==> config.mk <==
export PLATFORM = sky130hd
export DESIGN_NAME = adc_config
export DESIGN_NICKNAME = d
export VERILOG_FILES = /design/src/hdl/adc_config.v
export VERILOG_INCLUDE_DIRS = /design/src /design/src/hdl
export SDC_FILE = /design/constraint.sdc
export NUM_CORES = 1
export LEC_CHECK = 0
export ABC_AREA = 1
export BUFFER_PORTS_ARGS = -buffer_cell sky130_fd_sc_hd__clkbuf_2
export CORE_UTILIZATION = 35
export DETAILED_ROUTE_END_ITERATION = 8
export MAX_ROUTING_LAYER = met4
export PLACE_DENSITY = 0.49
export SETUP_SLACK_MARGIN = 0.2
export SLEW_MARGIN = 20
export SYNTH_ARGS = -nofsm -noshare
export SYNTH_HDL_FRONTEND = slang
export SYNTH_SLANG_ARGS = --single-unit
export TNS_END_PERCENT = 100
==> constraint.sdc <==
create_clock -name CLK -period 4.3 [get_ports CLK]
set_input_delay 1.075 -clock CLK [delete_from_list [all_inputs] [get_ports CLK]]
set_output_delay 1.075 -clock CLK [all_outputs]
set_load 0.01 [all_outputs]
==> src/hdl/adc_config_regs.vh <==
// Register offsets, field positions, reset values and timing counts of the ADC configuration block.
// Summary of operation
// - LED pulse and integration time scale by two to the proximity gain.
// - Sequencer runs any programmed proximity setting without safety checks.
// - Range bit 5 zero gives normal range; one gives gain divided by 14.5.
// - Misc bit 2 selects raw mode (0) or normal proximity mode (1, reset).
// - Raw mode disables LED drives during proximity conversions.
// - Ambient IR select: 0x00 small IR diode, 0x03 large IR diode.
// - Auxiliary select: 0x65 temperature, 0x75 supply, both against ground.
// - Recovery codes 0 to 7 wait 1, 7, 15 up to 511 ADC clocks, times two to the visible gain.
`ifndef ADC_CONFIG_REGS_VH
`define ADC_CONFIG_REGS_VH
`define IDX_PROX_GAIN 10'h00b
`define IDX_PROX_MISC 10'h00c
`define IDX_AMB_IR_SEL 10'h00e
`define IDX_AUX_SEL 10'h00f
`define IDX_VIS_REC 10'h010
`define OFS_PROX_GAIN {`IDX_PROX_GAIN, 2'h0}
`define OFS_PROX_MISC {`IDX_PROX_MISC, 2'h0}
`define OFS_AMB_IR_SEL {`IDX_AMB_IR_SEL, 2'h0}
`define OFS_AUX_SEL {`IDX_AUX_SEL, 2'h0}
`define OFS_VIS_REC {`IDX_VIS_REC, 2'h0}
`define OFS_VIS_GAIN 12'h044
`define OFS_CONTROL 12'h048
`define OFS_STATUS 12'h04c
`define RST_PROX_GAIN 8'h00
`define RST_PROX_MISC 8'h04
`define RST_AMB_IR_SEL 8'h00
`define RST_AUX_SEL 8'h65
`define RST_VIS_REC 8'h70
`define RST_VIS_GAIN 8'h00
`define BIT_PROX_RANGE 5
`define BIT_PROX_MODE 2
`define MSB_REC 6
`define LSB_REC 4
`define AMB_IR_SMALL 8'h00
`define AMB_IR_LARGE 8'h03
`define AUX_TEMP 8'h65
`define AUX_VDD 8'h75
`define ADC_CLK_NS 50
`define CLK_NS 10
`define ADC_DIV 5
`define BASE_PULSE_ADC 8
`define CONV_ADC 16
`define REC_CLKS_0 10'h001
`define REC_CLKS_1 10'h007
`define REC_CLKS_2 10'h00f
`define REC_CLKS_3 10'h01f
`define REC_CLKS_4 10'h03f
`define REC_CLKS_5 10'h07f
`define REC_CLKS_6 10'h0ff
`define REC_CLKS_7 10'h1ff
`define SEL_SMALL_IR 3'h1
`define SEL_LARGE_IR 3'h2
`define SEL_TEMP 3'h3
`define SEL_VDD 3'h4
`define SEL_VISIBLE 3'h5
`define SEL_NONE 3'h0
`endif

==> src/hdl/adc_config.v <==
// APB configuration registers and measurement sequencer for the sensor ADC.
`timescale 1ns/100ps
`include "adc_config_regs.vh"
module adc_config (
  input wire CLK,
  input wire RSTN,
  input wire PSEL,
  input wire PENABLE,
  input wire PWRITE,
  input wire [11:0] PADDR,
  input wire [31:0] PWDATA,
  output reg [31:0] PRDATA,
  output wire PREADY,
  output wire PSLVERR,
  output reg LED_ON,
  output reg ADC_INTEGRATE,
  output reg [2:0] ADC_INPUT,
  output reg HIGH_RANGE
);
  localparam ST_IDLE = 3'd0;
  localparam ST_PROX = 3'd1;
  localparam ST_REC = 3'd2;
  localparam ST_VIS = 3'd3;
  localparam ST_IR = 3'd4;
  localparam ST_AUX = 3'd5;
  // RSTN asserts at once and is released through two flip-flops.
  reg rst_s1_r;
  reg rst_n_r;
  always @(posedge CLK or negedge RSTN) begin
    if (!RSTN) begin
      rst_s1_r <= 1'b0;
      rst_n_r <= 1'b0;
    end else begin
      rst_s1_r <= 1'b1;
      rst_n_r <= rst_s1_r;
    end
  end
  reg [7:0] prox_gain_r;
  reg [7:0] prox_misc_r;
  reg [7:0] amb_ir_sel_r;
  reg [7:0] aux_sel_r;
  reg [7:0] vis_rec_r;
  reg [7:0] vis_gain_r;
  reg [3:0] start_r;
  reg [2:0] state_r;
  reg [2:0] state_nxt;
  reg [19:0] cnt_r;
  reg [19:0] cnt_nxt;
  reg [3:0] pend_r;
  reg [9:0] rec_clks;
  wire acc = PSEL & PENABLE;
  wire wr = acc & PWRITE;
  wire mapped = (PADDR == `OFS_PROX_GAIN) || (PADDR == `OFS_PROX_MISC) ||
    (PADDR == `OFS_AMB_IR_SEL) || (PADDR == `OFS_AUX_SEL) || (PADDR == `OFS_VIS_REC) ||
    (PADDR == `OFS_VIS_GAIN) || (PADDR == `OFS_CONTROL) || (PADDR == `OFS_STATUS);
  assign PREADY = 1'b1;
  assign PSLVERR = acc & ~mapped;
  wire [2:0] pgain = prox_gain_r[2:0];
  wire [2:0] vgain = vis_gain_r[2:0];
  wire [2:0] rec = vis_rec_r[`MSB_REC:`LSB_REC];
  wire normal_mode = prox_misc_r[`BIT_PROX_MODE];
  // Pulse and integration widths scale by two to the proximity gain, unguarded.
  wire [19:0] prox_len = (20'd`BASE_PULSE_ADC * 20'd`ADC_DIV) << pgain;
  wire [19:0] rec_len = ({10'h0, rec_clks} * 20'd`ADC_DIV) << vgain;
  wire [19:0] vis_len = (20'd`CONV_ADC * 20'd`ADC_DIV) << vgain;
  wire [19:0] std_len = 20'd`CONV_ADC * 20'd`ADC_DIV;
  // Recovery length in ADC clocks for each code, before the visible gain applies.
  always @* begin
    rec_clks = `REC_CLKS_0;
    case (rec)
      3'h0: rec_clks = `REC_CLKS_0;
      3'h1: rec_clks = `REC_CLKS_1;
      3'h2: rec_clks = `REC_CLKS_2;
      3'h3: rec_clks = `REC_CLKS_3;
      3'h4: rec_clks = `REC_CLKS_4;
      3'h5: rec_clks = `REC_CLKS_5;
      3'h6: rec_clks = `REC_CLKS_6;
      3'h7: rec_clks = `REC_CLKS_7;
      default: rec_clks = `REC_CLKS_0;
    endcase
  end
  always @(posedge CLK or negedge rst_n_r) begin
    if (!rst_n_r) begin
      prox_gain_r <= `RST_PROX_GAIN;
      prox_misc_r <= `RST_PROX_MISC;
      amb_ir_sel_r <= `RST_AMB_IR_SEL;
      aux_sel_r <= `RST_AUX_SEL;
      vis_rec_r <= `RST_VIS_REC;
      vis_gain_r <= `RST_VIS_GAIN;
      start_r <= 4'h0;
    end else begin
      start_r <= 4'h0;
      if (wr) begin
        if (PADDR == `OFS_PROX_GAIN) begin
          prox_gain_r <= PWDATA[7:0];
        end else if (PADDR == `OFS_PROX_MISC) begin
          prox_misc_r <= PWDATA[7:0];
        end else if (PADDR == `OFS_AMB_IR_SEL) begin
          amb_ir_sel_r <= PWDATA[7:0];
        end else if (PADDR == `OFS_AUX_SEL) begin
          aux_sel_r <= PWDATA[7:0];
        end else if (PADDR == `OFS_VIS_REC) begin
          vis_rec_r <= PWDATA[7:0];
        end else if (PADDR == `OFS_VIS_GAIN) begin
          vis_gain_r <= PWDATA[7:0];
        end else if (PADDR == `OFS_CONTROL) begin
          start_r <= PWDATA[3:0];
        end
      end
    end
  end
  // Read data is captured in the setup phase so it stands through the access phase.
  always @(posedge CLK or negedge rst_n_r) begin
    if (!rst_n_r) begin
      PRDATA <= 32'h0;
    end else if (PSEL && !PENABLE) begin
      PRDATA <= 32'h0;
      if (PADDR == `OFS_PROX_GAIN) begin
        PRDATA <= {24'h0, prox_gain_r};
      end else if (PADDR == `OFS_PROX_MISC) begin
        PRDATA <= {24'h0, prox_misc_r};
      end else if (PADDR == `OFS_AMB_IR_SEL) begin
        PRDATA <= {24'h0, amb_ir_sel_r};
      end else if (PADDR == `OFS_AUX_SEL) begin
        PRDATA <= {24'h0, aux_sel_r};
      end else if (PADDR == `OFS_VIS_REC) begin
        PRDATA <= {24'h0, vis_rec_r};
      end else if (PADDR == `OFS_VIS_GAIN) begin
        PRDATA <= {24'h0, vis_gain_r};
      end else if (PADDR == `OFS_STATUS) begin
        PRDATA <= {25'h0, pend_r, state_r};
      end
    end
  end
  // Launch priority is proximity, visible, ambient IR, then auxiliary.
  always @* begin
    state_nxt = state_r;
    cnt_nxt = cnt_r;
    if (state_r != ST_IDLE) begin
      if (cnt_r > 20'h1) begin
        cnt_nxt = cnt_r - 20'h1;
      end else begin
        state_nxt = ST_IDLE;
        cnt_nxt = 20'h0;
        if (state_r == ST_REC) begin
          state_nxt = ST_VIS;
          cnt_nxt = vis_len;
        end
      end
    end else if (pend_r[0]) begin
      state_nxt = ST_PROX;
      cnt_nxt = prox_len;
    end else if (pend_r[1]) begin
      state_nxt = ST_REC;
      cnt_nxt = rec_len;
    end else if (pend_r[2]) begin
      state_nxt = ST_IR;
      cnt_nxt = std_len;
    end else if (pend_r[3]) begin
      state_nxt = ST_AUX;
      cnt_nxt = std_len;
    end
  end
  always @(posedge CLK or negedge rst_n_r) begin
    if (!rst_n_r) begin
      state_r <= ST_IDLE;
      cnt_r <= 20'h0;
      pend_r <= 4'h0;
    end else begin
      state_r <= state_nxt;
      cnt_r <= cnt_nxt;
      // A new start request wins over the launch that clears its pending bit.
      if (state_r == ST_IDLE) begin
        if (pend_r[0]) begin
          pend_r <= (pend_r & 4'he) | start_r;
        end else if (pend_r[1]) begin
          pend_r <= (pend_r & 4'hd) | start_r;
        end else if (pend_r[2]) begin
          pend_r <= (pend_r & 4'hb) | start_r;
        end else begin
          pend_r <= (pend_r & 4'h7) | start_r;
        end
      end else begin
        pend_r <= pend_r | start_r;
      end
    end
  end
  always @(posedge CLK or negedge rst_n_r) begin
    if (!rst_n_r) begin
      LED_ON <= 1'b0;
      ADC_INTEGRATE <= 1'b0;
      ADC_INPUT <= `SEL_NONE;
      HIGH_RANGE <= 1'b0;
    end else begin
      // Only normal proximity mode drives the LED; raw mode measures the diode alone.
      LED_ON <= (state_nxt == ST_PROX) && normal_mode;
      ADC_INTEGRATE <= (state_nxt == ST_PROX) || (state_nxt == ST_VIS) ||
        (state_nxt == ST_IR) || (state_nxt == ST_AUX);
      HIGH_RANGE <= (state_nxt == ST_PROX) && prox_misc_r[`BIT_PROX_RANGE];
      ADC_INPUT <= `SEL_NONE;
      if (state_nxt == ST_PROX) begin
        ADC_INPUT <= `SEL_LARGE_IR;
      end else if (state_nxt == ST_VIS) begin
        ADC_INPUT <= `SEL_VISIBLE;
      end else if (state_nxt == ST_IR) begin
        if (amb_ir_sel_r == `AMB_IR_LARGE) begin
          ADC_INPUT <= `SEL_LARGE_IR;
        end else if (amb_ir_sel_r == `AMB_IR_SMALL) begin
          ADC_INPUT <= `SEL_SMALL_IR;
        end
      end else if (state_nxt == ST_AUX) begin
        if (aux_sel_r == `AUX_TEMP) begin
          ADC_INPUT <= `SEL_TEMP;
        end else if (aux_sel_r == `AUX_VDD) begin
          ADC_INPUT <= `SEL_VDD;
        end
      end
    end
  end
endmodule // adc_config

==> flow_results.xml, run 1 <==
<?xml version="1.0" encoding="UTF-8"?>
<metrics>
  <group name="timing">
    <metric name="grt_setup_unrepaired" unit="">false</metric>
    <metric name="timing.final.crit_share" unit="%">83.3</metric>
    <metric name="clock-skew-final" unit="ns">0.0113</metric>
    <metric name="hold_viol" unit="">0</metric>
    <metric name="setup_viol" unit="">0</metric>
    <metric name="maxSlewViolCount" unit="">0</metric>
    <metric name="worst_pin_slew" unit="ns">0.893</metric>
    <metric name="min_period" unit="ns">3.58</metric>
    <metric name="max-slew-margin-rel" unit="%">40.5</metric>
    <metric name="max_clock_freq" unit="MHz">279</metric>
    <metric name="setup_ws" unit="ns">0.720</metric>
    <metric name="setup_total_negative_slack" unit="ns">0</metric>
  </group>
  <group name="yosys">
    <metric name="syn_warnings" unit="">0</metric>
    <metric name="post-synth-top-area-cell" unit="">sky130_fd_sc_hd__dfrtp_1</metric>
    <metric name="synthFlopType" unit="">sky130_fd_sc_hd__dfrtp_1</metric>
    <metric name="yosys.cell_types.count" unit="">52</metric>
    <metric name="postSynthRegisterBits" unit="">95</metric>
    <metric name="synth_seq_area_share" unit="%">40.0</metric>
    <metric name="avgSynthCellArea" unit="um2">7.35</metric>
    <metric name="synth_top_cells_by_count" unit="">216 x sky130_fd_sc_hd__nand2_1, 87 x sky130_fd_sc_hd__dfrtp_1, 81 x sky130_fd_sc_hd__nand3_1</metric>
    <metric name="postSynth.asyncResetShare" unit="%">100</metric>
    <metric name="post_synth_instance_area" unit="mm2">0.00597</metric>
    <metric name="mapped_cells" unit="">812</metric>
    <metric name="post_synth_main_area_contributors" unit="">sky130_fd_sc_hd__dfrtp_1 36%, sky130_fd_sc_hd__nand2_1 14%, sky130_fd_sc_hd__nand3_1 6.8%</metric>
    <metric name="synth_top_area_share" unit="%">36.5</metric>
    <metric name="number_of_flops_mapped_to_enable_cells_by_yosys" unit="">0</metric>
    <metric name="yosys.cell_count.top_type" unit="">sky130_fd_sc_hd__nand2_1</metric>
  </group>
  <group name="global_route">
    <metric name="grtUsageMet3" unit="%">3.60</metric>
    <metric name="groute.usage.overall" unit="%">20.9</metric>
    <metric name="grt_busiest_layer" unit="">met2</metric>
    <metric name="grt_pass1_vias" unit="">5095</metric>
    <metric name="grt_antenna_before_repair" unit="">0</metric>
    <metric name="grt_first_pass_wirelength" unit="um">27500</metric>
    <metric name="globalRoute.totalOverflow" unit="">0</metric>
    <metric name="grt_use_met1" unit="%">29.5</metric>
    <metric name="grt_start_max_net_pins" unit="">66</metric>
    <metric name="grt.met2_usage" unit="%">30.3</metric>
  </group>
  <group name="clocking">
    <metric name="htree_levels" unit="">3</metric>
    <metric name="post_cts_buffers" unit="">0</metric>
    <metric name="cts_tree" unit="">yes</metric>
    <metric name="clock_insertion_delay_worst_skew" unit="ns">0.36</metric>
    <metric name="clk_path_buf_depth" unit="">2</metric>
    <metric name="tritoncts.num_buffers" unit="">9</metric>
    <metric name="root_buffer" unit="">sky130_fd_sc_hd__clkbuf_16</metric>
    <metric name="ctsResizeCount" unit="">0</metric>
    <metric name="clock-sinks" unit="">95</metric>
    <metric name="clock_pin_slew_on_the_worst_setup_and_hold_paths" unit="ns">0.07</metric>
    <metric name="cts-hold-fix-buffers" unit="">0</metric>
  </group>
  <group name="setup_path">
    <metric name="timing.rr.end" unit="">cnt_r[11]$_DFFE_PN0P_</metric>
    <metric name="timing.setup.critical_path_class" unit="">in2out</metric>
    <metric name="timing.reg2reg.setup_slack" unit="ns">1.25</metric>
    <metric name="rr_worst_depth" unit="">14</metric>
    <metric name="critPathRequiredTime" unit="ns">3.22</metric>
    <metric name="critical_path_peak_fanout" unit="">10</metric>
    <metric name="critPathArrivalTime" unit="ns">2.50</metric>
    <metric name="worst_setup_path_endpoint" unit="">PSLVERR</metric>
    <metric name="worstSetupStartpointType" unit="">input pin</metric>
    <metric name="end_kind" unit="">primary output</metric>
    <metric name="critical_path.startpoint" unit="">PADDR[11]</metric>
    <metric name="r2r-start" unit="">vis_rec_r[4]$_DFFE_PN1P_</metric>
  </group>
  <group name="worst_hold_path">
    <metric name="min-delay-path-class" unit="">reg2reg</metric>
    <metric name="min_from" unit="">rst_s1_r$_DFF_PN0_</metric>
    <metric name="worst_hold_path.num_cells" unit="">0</metric>
  </group>
  <group name="routing">
    <metric name="dr.first_iter.drc_count" unit="">407</metric>
    <metric name="dr_total_vias" unit="">5366</metric>
    <metric name="drt-total-wl" unit="um">17100</metric>
    <metric name="detail_route.wl_per_cell" unit="um">16.0</metric>
    <metric name="via_per_inst" unit="">5.02</metric>
    <metric name="drt.antenna.violating_nets" unit="">0</metric>
    <metric name="drcViolationCount" unit="">0</metric>
    <metric name="drt_first_pass_iters" unit="">5</metric>
  </group>
  <group name="cells_and_area">
    <metric name="post-route-cell-area" unit="mm2">0.00659</metric>
    <metric name="final_nets" unit="">903</metric>
    <metric name="final_layout_size_suffix_gt1_share" unit="%">12.7</metric>
    <metric name="area_used_by_multi_input_combinational_logic" unit="mm2">0.00310</metric>
    <metric name="final_cell_count_no_fill" unit="">1069</metric>
    <metric name="fillerInstances" unit="">1727</metric>
    <metric name="combined_flip_flop_and_latch_cell_area" unit="mm2">0.00239</metric>
    <metric name="area_delta_synth_final" unit="%">10.3</metric>
    <metric name="antenna-diode-count" unit="">0</metric>
  </group>
  <group name="pwr">
    <metric name="power_per_cell_area" unit="mW/mm2">414</metric>
    <metric name="max-vdd-ir-drop" unit="mV">0.250</metric>
    <metric name="p_total" unit="mW">2.73</metric>
    <metric name="static-leakage-power" unit="nW">3.20</metric>
  </group>
  <group name="placed_design">
    <metric name="buffer_ports.inserted" unit="">39</metric>
    <metric name="globalplace.congestion" unit="">0.891</metric>
    <metric name="dpl.cell_count" unit="">1053</metric>
    <metric name="dp.final_hpwl" unit="um">13000</metric>
    <metric name="placement.cell_area" unit="mm2">0.00628</metric>
    <metric name="post-place-ws" unit="ns">0.714</metric>
  </group>
  <group name="floorplanning">
    <metric name="die-area" unit="mm2">0.0176</metric>
    <metric name="floorplan.rows" unit="">47</metric>
    <metric name="chipHeight" unit="um">133</metric>
    <metric name="ioPinCount" unit="">89</metric>
    <metric name="design.core.area" unit="mm2">0.0166</metric>
    <metric name="floorplan.initialDensity" unit="%">35.9</metric>
    <metric name="chipWidth" unit="um">133</metric>
  </group>
  <group name="status">
    <metric name="outcome" unit="">finished, final reports clean</metric>
  </group>
  <group name="run">
    <metric name="max_cap_viol_count" unit="">0</metric>
  </group>
</metrics>
==> routing by layer <==
metal,vias to the layer above,share of wire (%)
met4,0,1.6
met3,18,5.1
met2,148,44
met1,2497,49
met5,-,0
li1,2703,-
==> cells by family (layout without fill, tap and decap cells) <==
kind of cell	Yosys count	after routing	share of synthesized area [%]
AO/OA/AOI/OAI	134	134	13.1
XOR/XNOR	15	15	2.20
adder cells (fa/ha/maj)	10	10	2.10
buffers and inverters	126	139	9.66
flip-flops	95	95	40.0
other	2	26	0.126
AND/OR/NAND/NOR	430	430	32.9
==> critical path, stage by stage <==
cell,delay (ns)
sky130_fd_sc_hd__clkbuf_2,0.07
sky130_fd_sc_hd__nor2_1,0.04
sky130_fd_sc_hd__nand2_2,0.19
sky130_fd_sc_hd__nor2_1,0.08
sky130_fd_sc_hd__inv_1,0.07
sky130_fd_sc_hd__nor2_1,0.04
sky130_fd_sc_hd__buf_4,0.17
sky130_fd_sc_hd__inv_1,0.10
sky130_fd_sc_hd__nand2_1,0.08
sky130_fd_sc_hd__nor4_1,0.38
sky130_fd_sc_hd__clkbuf_2,0.21
==> flip-flops by register name, indices dropped and copies added, names as in the netlist, 3 cells and up <==
name          cells
PRDATA            8
pend_r            4
vis_gain_r        8
cnt_r            20
aux_sel_r         8
vis_rec_r         8
amb_ir_sel_r      8
prox_misc_r       8
start_r           4
ADC_INPUT         3
state_r           3
prox_gain_r       8
==> worst min path at each step <==
stage | end | slack [ns]
after floorplan | rst_n_r$_DFF_PN0_ | 0.33
after global placement | rst_n_r$_DFF_PN0_ | 0.34
after detailed placement | rst_n_r$_DFF_PN0_ | 0.34
after CTS | rst_n_r$_DFF_PN0_ | 0.36
after global routing | rst_n_r$_DFF_PN0_ | 0.36
final | rst_n_r$_DFF_PN0_ | 0.36
==> metrics by stage <==
step,hold slack [ns],utilization (%)
floorplan,0.331,-
global placement,0.339,37.7
detailed placement,0.343,37.7
CTS,0.358,39.6
global route,0.360,39.6
finish,0.356,39.6
==> cell usage in the layout (no fill, tap or decap), drive strengths merged <==
cell | netlist | layout
clkinvlp | 0 | 1
a31oi | 2 | 2
o41ai | 1 | 1
a2bb2oi | 1 | 1
o21bai | 3 | 3
dfrtp | 87 | 87
a211oi | 1 | 1
xnor2 | 5 | 5
a41oi | 1 | 1
a221oi | 1 | 1
buf | 33 | 2
o221ai | 4 | 4
xor2 | 10 | 10
dfstp | 8 | 8
a21oi | 23 | 23
clkinv | 0 | 1
nand3 | 83 | 83
or2 | 5 | 5
o22ai | 2 | 2
o21ai | 77 | 77
a32oi | 1 | 1
ha | 10 | 10
a22oi | 2 | 2
o2111ai | 1 | 1
clkbuf | 11 | 49
inv | 82 | 85
nor3 | 18 | 18
nor2 | 74 | 74
bufinv | 0 | 1
nand4 | 19 | 19
nand3b | 1 | 1
conb | 2 | 26
o211ai | 12 | 12
a21boi | 1 | 1
a21o | 1 | 1
nand2 | 225 | 225
nor4 | 5 | 5
==> power by group <==
| part | leakage, nW | switching [mW] | internal [mW] |
|---|---|---|---|
| sequential | 1.25 | 0.127 | 1.02 |
| combinational | 1.80 | 0.469 | 0.269 |
| clock | 0.146 | 0.382 | 0.461 |
| total | 3.20 | 0.978 | 1.75 |
==> cell type report <==
| class | instances | area share [%] |
|---|---|---|
| multi-input combinational | 615 | 47.0 |
| sequential | 95 | 36.3 |
| inverter | 82 | 4.67 |
| tap | 220 | 4.18 |
| clock buffer | 10 | 3.48 |
| timing repair buffer | 41 | 3.19 |
| clock inverter | 6 | 1.14 |
Power figures use the tool's default switching activity.
==> run 2: changes to the inputs <==
Settings changed: PLACE_DENSITY 0.49 to 0.51.
Clock period 4.3 ns to 2.9 ns, I/O delays scaled along.
==> run 2 against run 1 <==
Via count up 1.9%. Worst hold slack worse by 0.21 ns. Global-route usage down 0.055 points. Sequential share of layout area down 2.5 points. Core utilization up 2.9 points. Critical endpoint unchanged.
==> flow_results.xml, run 2 (same netlist as run 1, synthesis figures left out) <==
<?xml version="1.0" encoding="UTF-8"?>
<metrics>
  <group name="routing">
    <metric name="drt.antenna.violating_nets" unit="">0</metric>
    <metric name="drt_first_pass_iters" unit="">5</metric>
    <metric name="drt-total-wl" unit="um">17100</metric>
    <metric name="detail_route.wl_per_cell" unit="um">15.5</metric>
    <metric name="via_per_inst" unit="">4.96</metric>
    <metric name="drcViolationCount" unit="">0</metric>
    <metric name="dr_total_vias" unit="">5469</metric>
    <metric name="dr.first_iter.drc_count" unit="">407</metric>
  </group>
  <group name="setup_path">
    <metric name="crit_family" unit="">simple AND/OR/NAND/NOR gates</metric>
    <metric name="rr_worst_depth" unit="">19</metric>
    <metric name="max_stage_delay" unit="ns">0.32</metric>
    <metric name="critical_path_peak_fanout" unit="">5</metric>
    <metric name="critPathArrivalTime" unit="ns">1.93</metric>
    <metric name="worstPathCellList" unit="">clkbuf_2 &gt; nor2_1 &gt; nand2_2 &gt; buf_6 &gt; nor2_2 &gt; nand2_2 &gt; nand4_1 &gt; nor4_4 &gt; buf_2</metric>
    <metric name="timing.rr.end" unit="">cnt_r[11]$_DFFE_PN0P_</metric>
    <metric name="worstPathBufferInverterCount" unit="">3</metric>
    <metric name="timing.reg2reg.setup_slack" unit="ns">0.31</metric>
    <metric name="end_kind" unit="">primary output</metric>
    <metric name="timing.setup.critical_path_class" unit="">in2out</metric>
    <metric name="critPathMostFrequentCell" unit="">sky130_fd_sc_hd__nand2_2</metric>
    <metric name="cpMaxStageDelayCell" unit="">sky130_fd_sc_hd__nor4_4</metric>
    <metric name="worstSetupStartpointType" unit="">input pin</metric>
    <metric name="r2r-start" unit="">vis_rec_r[6]$_DFFE_PN1P_</metric>
    <metric name="critPathRequiredTime" unit="ns">2.17</metric>
  </group>
  <group name="pwr">
    <metric name="power_per_cell_area" unit="mW/mm2">563</metric>
    <metric name="switching_power" unit="mW">1.44</metric>
    <metric name="max-vdd-ir-drop" unit="mV">0.303</metric>
    <metric name="power.share.clock" unit="%">29.1</metric>
    <metric name="static-leakage-power" unit="nW">3.41</metric>
    <metric name="p_comb_share" unit="%">28.4</metric>
    <metric name="internal_power" unit="mW">2.53</metric>
    <metric name="sequentialPowerShare" unit="%">42.4</metric>
    <metric name="sw_frac_of_total" unit="%">36.3</metric>
  </group>
  <group name="cells_and_area">
    <metric name="layout.cells.most_common_list" unit="">202 x sky130_fd_sc_hd__nand2_1, 86 x sky130_fd_sc_hd__dfrtp_1, 73 x sky130_fd_sc_hd__inv_1, 70 x sky130_fd_sc_hd__o21ai_0, 56 x sky130_fd_sc_hd__nand3_1</metric>
    <metric name="post-route-cell-area" unit="mm2">0.00706</metric>
    <metric name="final_layout_size_suffix_gt1_share" unit="%">22.2</metric>
    <metric name="final_nets" unit="">936</metric>
    <metric name="antenna-diode-count" unit="">0</metric>
    <metric name="mostFrequentLayoutCell" unit="">sky130_fd_sc_hd__nand2_1</metric>
    <metric name="area_delta_synth_final" unit="%">18.3</metric>
    <metric name="flip_flop_count_of_the_largest_register_all_copies_and_words_added" unit="">20</metric>
    <metric name="final_cell_count_no_fill" unit="">1102</metric>
    <metric name="largest-register" unit="">cnt_r</metric>
  </group>
  <group name="timing">
    <metric name="min_period" unit="ns">2.66</metric>
    <metric name="grt_setup_unrepaired" unit="">false</metric>
    <metric name="clock-skew-final" unit="ns">0.0132</metric>
    <metric name="setup_viol" unit="">0</metric>
    <metric name="maxSlewViolCount" unit="">0</metric>
    <metric name="worst_pin_slew" unit="ns">0.761</metric>
    <metric name="timing.final.crit_share" unit="%">91.7</metric>
    <metric name="max-slew-margin-rel" unit="%">49.2</metric>
    <metric name="setup_total_negative_slack" unit="ns">0</metric>
    <metric name="max_clock_freq" unit="MHz">376</metric>
    <metric name="hold_viol" unit="">0</metric>
  </group>
  <group name="floorplanning">
    <metric name="chipHeight" unit="um">133</metric>
    <metric name="chipWidth" unit="um">133</metric>
    <metric name="ioPinCount" unit="">89</metric>
    <metric name="floorplan.rows" unit="">47</metric>
    <metric name="floorplan.initialDensity" unit="%">35.9</metric>
    <metric name="die-area" unit="mm2">0.0176</metric>
    <metric name="design.core.area" unit="mm2">0.0166</metric>
  </group>
  <group name="placed_design">
    <metric name="dp.final_hpwl" unit="um">12800</metric>
    <metric name="buffer_ports.inserted" unit="">39</metric>
    <metric name="globalplace.congestion" unit="">0.860</metric>
    <metric name="placement.cell_area" unit="mm2">0.00651</metric>
    <metric name="dpl.cell_count" unit="">1082</metric>
  </group>
  <group name="clocking">
    <metric name="clk_path_buf_depth" unit="">2</metric>
    <metric name="tritoncts.num_buffers" unit="">9</metric>
    <metric name="cts_tree" unit="">yes</metric>
    <metric name="htree_levels" unit="">3</metric>
    <metric name="clock-sinks" unit="">95</metric>
    <metric name="root_buffer" unit="">sky130_fd_sc_hd__clkbuf_16</metric>
    <metric name="cts-hold-fix-buffers" unit="">0</metric>
    <metric name="clock_insertion_delay_worst_skew" unit="ns">0.35</metric>
    <metric name="clock_pin_slew_on_the_worst_setup_and_hold_paths" unit="ns">0.07</metric>
  </group>
  <group name="run">
    <metric name="max_cap_viol_count" unit="">0</metric>
  </group>
  <group name="worst_hold_path">
    <metric name="min-delay-path-class" unit="">in2async</metric>
  </group>
  <group name="global_route">
    <metric name="globalRoute.totalOverflow" unit="">0</metric>
    <metric name="grt_pass1_vias" unit="">5129</metric>
    <metric name="groute.usage.overall" unit="%">20.9</metric>
    <metric name="grt_start_max_net_pins" unit="">55</metric>
    <metric name="grt_first_pass_wirelength" unit="um">27700</metric>
    <metric name="grt_antenna_before_repair" unit="">0</metric>
  </group>
  <group name="status">
    <metric name="outcome" unit="">finished, final reports clean</metric>
  </group>
</metrics>
run 2: cell types whose count changed in the layout (fill, tap and decap cells not counted), moves of 4 or more:
cell	before	now
sky130_fd_sc_hd__buf_4	2	33
sky130_fd_sc_hd__nand3_1	81	56
sky130_fd_sc_hd__nand3_2	1	26
sky130_fd_sc_hd__nand2_1	216	202
sky130_fd_sc_hd__nand2_2	8	22
sky130_fd_sc_hd__nor2_1	56	51
sky130_fd_sc_hd__inv_1	77	73
sky130_fd_sc_hd__inv_2	5	9
run 2: how the worst max path moves through the flow:
stage                              from               endpoint  slack (ns)  depth (start not counted)
2_1_floorplan  vis_rec_r[6]$_DFFE_PN1P_  cnt_r[11]$_DFFE_PN0P_        0.33                         15
3_3_place_gp   vis_rec_r[4]$_DFFE_PN1P_  cnt_r[11]$_DFFE_PN0P_        0.07                         20
3_5_place_dp   vis_rec_r[4]$_DFFE_PN1P_  cnt_r[11]$_DFFE_PN0P_        0.06                         20
4_1_cts        vis_rec_r[4]$_DFFE_PN1P_  cnt_r[11]$_DFFE_PN0P_        0.15                         14
5_1_grt                        PADDR[9]                PSLVERR        0.16                          9
6_report                       PADDR[9]                PSLVERR        0.24                          9
run 2: repair_timing:
item / CTS / global route
setup endpoints to repair: 8 / 13
setup buffers: 1 / 3
pin swaps: 1 / 16
cloned: 0 / 0
resized for setup: 3 / 61
run 2: power by group through the flow:
stage	Clock [mW]	Sequential (mW)	Combinational, mW
2_1_floorplan	0	1.70	0.859
3_3_place_gp	0	1.71	1.12
3_5_place_dp	0	1.71	1.11
4_1_cts	1.19	1.69	1.12
5_1_grt	1.23	1.72	1.27
6_report	1.16	1.69	1.13
run 2: layer usage:
metal | GRT usage (%) | vias up | routed length (um)
li1 | - | 2771 | -
met1 | 30.3 | 2558 | 8660
met2 | 30.2 | 131 | 7630
met3 | 3.07 | 9 | 706
met4 | 5.24 | 0 | 140
met5 | - | - | 0
run 2: final cells by class:
class,instances,area (um2)
well taps,220,275
inverters,82,308
clock inverters,5,41.3
multi-input cells,615,3330
flip-flops and latches,95,2390
repair buffers,74,474
clock buffers,11,243
fillers,1768,9580
run 2: through the flow:
| step | hold slack (ns) | setup WS (ns) | total power, mW | util, % |
|---|---|---|---|---|
| after floorplan | 0.331 | 0.328 | 2.56 | - |
| after global placement | 0.334 | 0.0724 | 2.83 | 39.1 |
| after detailed placement | 0.340 | 0.0574 | 2.82 | 39.1 |
| after CTS | 0.137 | 0.149 | 3.99 | 40.9 |
| after global routing | 0.135 | 0.156 | 4.22 | 42.4 |
| final | 0.149 | 0.241 | 3.97 | 42.4 |
==> run 3: changes to the inputs <==
Settings changed: CELL_PAD_IN_SITES_DETAIL_PLACEMENT set to 1, CELL_PAD_IN_SITES_GLOBAL_PLACEMENT set to 1, PLACE_DENSITY 0.51 to 0.68.
==> run 3 against run 2 <==
Final area increased by 2.1%. Highest routed layer unchanged. Register-to-register slack got worse by 0.05 ns. Non-clock buffer count decreased by 2. Largest power group unchanged.
==> flow_results.xml, run 3 (same netlist as run 1, synthesis figures left out) <==
<?xml version="1.0" encoding="UTF-8"?>
<metrics>
  <group name="status">
    <metric name="outcome" unit="">finished, final reports clean</metric>
  </group>
  <group name="setup_path">
    <metric name="cpMaxStageDelayCell" unit="">sky130_fd_sc_hd__nor4_2</metric>
    <metric name="timing.reg2reg.setup_slack" unit="ns">0.26</metric>
    <metric name="max_stage_delay" unit="ns">0.28</metric>
    <metric name="critical_path_peak_fanout" unit="">9</metric>
    <metric name="rr_worst_depth" unit="">18</metric>
    <metric name="end_kind" unit="">primary output</metric>
    <metric name="critPathArrivalTime" unit="ns">1.93</metric>
    <metric name="worstSetupStartpointType" unit="">input pin</metric>
    <metric name="r2r-start" unit="">vis_rec_r[4]$_DFFE_PN1P_</metric>
    <metric name="timing.setup.critical_path_class" unit="">in2out</metric>
    <metric name="critPathRequiredTime" unit="ns">2.17</metric>
    <metric name="worstPathCellList" unit="">clkbuf_2 &gt; nor2_1 &gt; nand2_2 &gt; nor2_1 &gt; inv_1 &gt; nor2_1 &gt; inv_1 &gt; nand2_1 &gt; nor4_2 &gt; clkbuf_2</metric>
    <metric name="critPathMostFrequentCell" unit="">sky130_fd_sc_hd__nor2_1</metric>
    <metric name="timing.rr.end" unit="">cnt_r[10]$_DFFE_PN0P_</metric>
  </group>
  <group name="placed_design">
    <metric name="dp.final_hpwl" unit="um">14400</metric>
    <metric name="dpl.cell_count" unit="">1073</metric>
    <metric name="buffer_ports.inserted" unit="">39</metric>
    <metric name="globalplace.congestion" unit="">0.874</metric>
    <metric name="post-place-ws" unit="ns">-0.0107</metric>
    <metric name="placement.cell_area" unit="mm2">0.00644</metric>
  </group>
  <group name="routing">
    <metric name="drcViolationCount" unit="">0</metric>
    <metric name="via_per_inst" unit="">5.15</metric>
    <metric name="drt-total-wl" unit="um">19100</metric>
    <metric name="detail_route.wl_per_cell" unit="um">17.4</metric>
    <metric name="dr.first_iter.drc_count" unit="">258</metric>
    <metric name="dr_total_vias" unit="">5670</metric>
    <metric name="drt.antenna.violating_nets" unit="">0</metric>
    <metric name="drt_first_pass_iters" unit="">5</metric>
  </group>
  <group name="pwr">
    <metric name="p_comb_share" unit="%">28.6</metric>
    <metric name="internal_power" unit="mW">2.61</metric>
    <metric name="static-leakage-power" unit="nW">3.48</metric>
    <metric name="power_per_cell_area" unit="mW/mm2">568</metric>
    <metric name="sw_frac_of_total" unit="%">36.2</metric>
    <metric name="switching_power" unit="mW">1.48</metric>
    <metric name="max-vdd-ir-drop" unit="mV">0.342</metric>
    <metric name="p_total" unit="mW">4.09</metric>
    <metric name="power.share.clock" unit="%">30.3</metric>
    <metric name="sequentialPowerShare" unit="%">41.1</metric>
  </group>
  <group name="timing">
    <metric name="max-slew-margin-rel" unit="%">46.5</metric>
    <metric name="grt_setup_unrepaired" unit="">false</metric>
    <metric name="setup_viol" unit="">0</metric>
    <metric name="min_period" unit="ns">2.66</metric>
    <metric name="timing.final.crit_share" unit="%">91.7</metric>
    <metric name="whs" unit="ns">0.141</metric>
    <metric name="clock-skew-final" unit="ns">0.0141</metric>
    <metric name="worst_pin_slew" unit="ns">0.801</metric>
    <metric name="setup_total_negative_slack" unit="ns">0</metric>
    <metric name="setup_ws" unit="ns">0.241</metric>
    <metric name="hold_viol" unit="">0</metric>
    <metric name="max_clock_freq" unit="MHz">376</metric>
    <metric name="maxSlewViolCount" unit="">0</metric>
  </group>
  <group name="floorplanning">
    <metric name="design.core.area" unit="mm2">0.0166</metric>
    <metric name="chipWidth" unit="um">133</metric>
    <metric name="floorplan.initialDensity" unit="%">35.9</metric>
    <metric name="floorplan.rows" unit="">47</metric>
    <metric name="ioPinCount" unit="">89</metric>
    <metric name="die-area" unit="mm2">0.0176</metric>
    <metric name="chipHeight" unit="um">133</metric>
  </group>
  <group name="cells_and_area">
    <metric name="final_nets" unit="">934</metric>
    <metric name="final_layout_size_suffix_gt1_share" unit="%">23.5</metric>
    <metric name="antenna-diode-count" unit="">0</metric>
    <metric name="fillerInstances" unit="">2094</metric>
    <metric name="layout.cells.most_common_list" unit="">199 x sky130_fd_sc_hd__nand2_1, 86 x sky130_fd_sc_hd__dfrtp_1, 73 x sky130_fd_sc_hd__inv_1, 69 x sky130_fd_sc_hd__o21ai_0, 52 x sky130_fd_sc_hd__nor2_1</metric>
    <metric name="flip_flop_count_of_the_largest_register_all_copies_and_words_added" unit="">20</metric>
    <metric name="post-route-cell-area" unit="mm2">0.00721</metric>
    <metric name="mostFrequentLayoutCell" unit="">sky130_fd_sc_hd__nand2_1</metric>
    <metric name="final_standard_cell_utilization_of_the_core" unit="%">43.3</metric>
    <metric name="final_cell_count_no_fill" unit="">1100</metric>
    <metric name="area_delta_synth_final" unit="%">20.7</metric>
    <metric name="largest-register" unit="">cnt_r</metric>
  </group>
  <group name="global_route">
    <metric name="grt_antenna_before_repair" unit="">0</metric>
    <metric name="groute.usage.overall" unit="%">22.9</metric>
    <metric name="grt_pass1_vias" unit="">5736</metric>
    <metric name="globalRoute.totalOverflow" unit="">0</metric>
    <metric name="grt_start_max_net_pins" unit="">81</metric>
    <metric name="grt_first_pass_wirelength" unit="um">30700</metric>
  </group>
  <group name="clocking">
    <metric name="clock_insertion_delay_worst_skew" unit="ns">0.36</metric>
    <metric name="clock_pin_slew_on_the_worst_setup_and_hold_paths" unit="ns">0.06</metric>
    <metric name="clk_path_buf_depth" unit="">2</metric>
    <metric name="tritoncts.num_buffers" unit="">9</metric>
    <metric name="root_buffer" unit="">sky130_fd_sc_hd__clkbuf_16</metric>
    <metric name="clock-sinks" unit="">95</metric>
    <metric name="cts-hold-fix-buffers" unit="">0</metric>
    <metric name="cts_tree" unit="">yes</metric>
    <metric name="htree_levels" unit="">3</metric>
  </group>
  <group name="worst_hold_path">
    <metric name="min-delay-path-class" unit="">in2async</metric>
  </group>
  <group name="run">
    <metric name="max_cap_viol_count" unit="">0</metric>
  </group>
</metrics>
run 3: layout make-up:
cell class / instances / area, um2 / share of cell area, %
Tap cell: 220 / 275 / 3.82
Clock inverter: 6 / 65.1 / 0.903
Timing Repair Buffer: 72 / 467 / 6.48
Sequential cell: 95 / 2390 / 33.2
Clock buffer: 10 / 239 / 3.32
Inverter: 82 / 313 / 4.34
Multi-Input combinational cell: 615 / 3460 / 48.0
run 3: layer usage:
layer	track usage [%]	up-vias	part of all wire, %
li1	-	2770	-
met1	29.2	2789	45
met2	38.7	92	51
met3	2.87	19	2.6
met4	5.36	0	1.5
met5	-	-	0
run 3: power by group through the flow:
stage / combinational [mW] / clock (mW) / sequential (mW)
global route: 1.32 / 1.31 / 1.71
finish: 1.17 / 1.24 / 1.68
floorplan: 0.859 / 0 / 1.70
global placement: 1.12 / 0 / 1.70
detailed placement: 1.16 / 0 / 1.71
CTS: 1.16 / 1.26 / 1.68
run 3: critical path, delay by kind of cell:
family / cells / cell delay (ns)
buffers and inverters: 4 / 0.46
and+or+nand+nor: 6 / 0.75
run 3: worst max path at each step:
| stage | start | endpoint | slack [ns] | cells after the start |
|---|---|---|---|---|
| final | PADDR[9] | PSLVERR | 0.24 | 10 |
| after global routing | vis_rec_r[4]$_DFFE_PN1P_ | cnt_r[9]$_DFFE_PN0P_ | 0.16 | 18 |
| after global placement | vis_rec_r[5]$_DFFE_PN1P_ | cnt_r[12]$_DFFE_PN0P_ | 0.04 | 15 |
| after detailed placement | vis_rec_r[5]$_DFFE_PN1P_ | cnt_r[11]$_DFFE_PN0P_ | -0.01 | 14 |
| after floorplan | vis_rec_r[6]$_DFFE_PN1P_ | cnt_r[11]$_DFFE_PN0P_ | 0.33 | 15 |
| after CTS | PADDR[9] | PSLVERR | 0.21 | 10 |
run 3: timing repair:
item,4_1_cts,5_1_grt
setup endpoints to repair,7,12
setup buffers,3,8
gates cloned,0,0
gates resized for setup,11,78
pin swaps,3,28
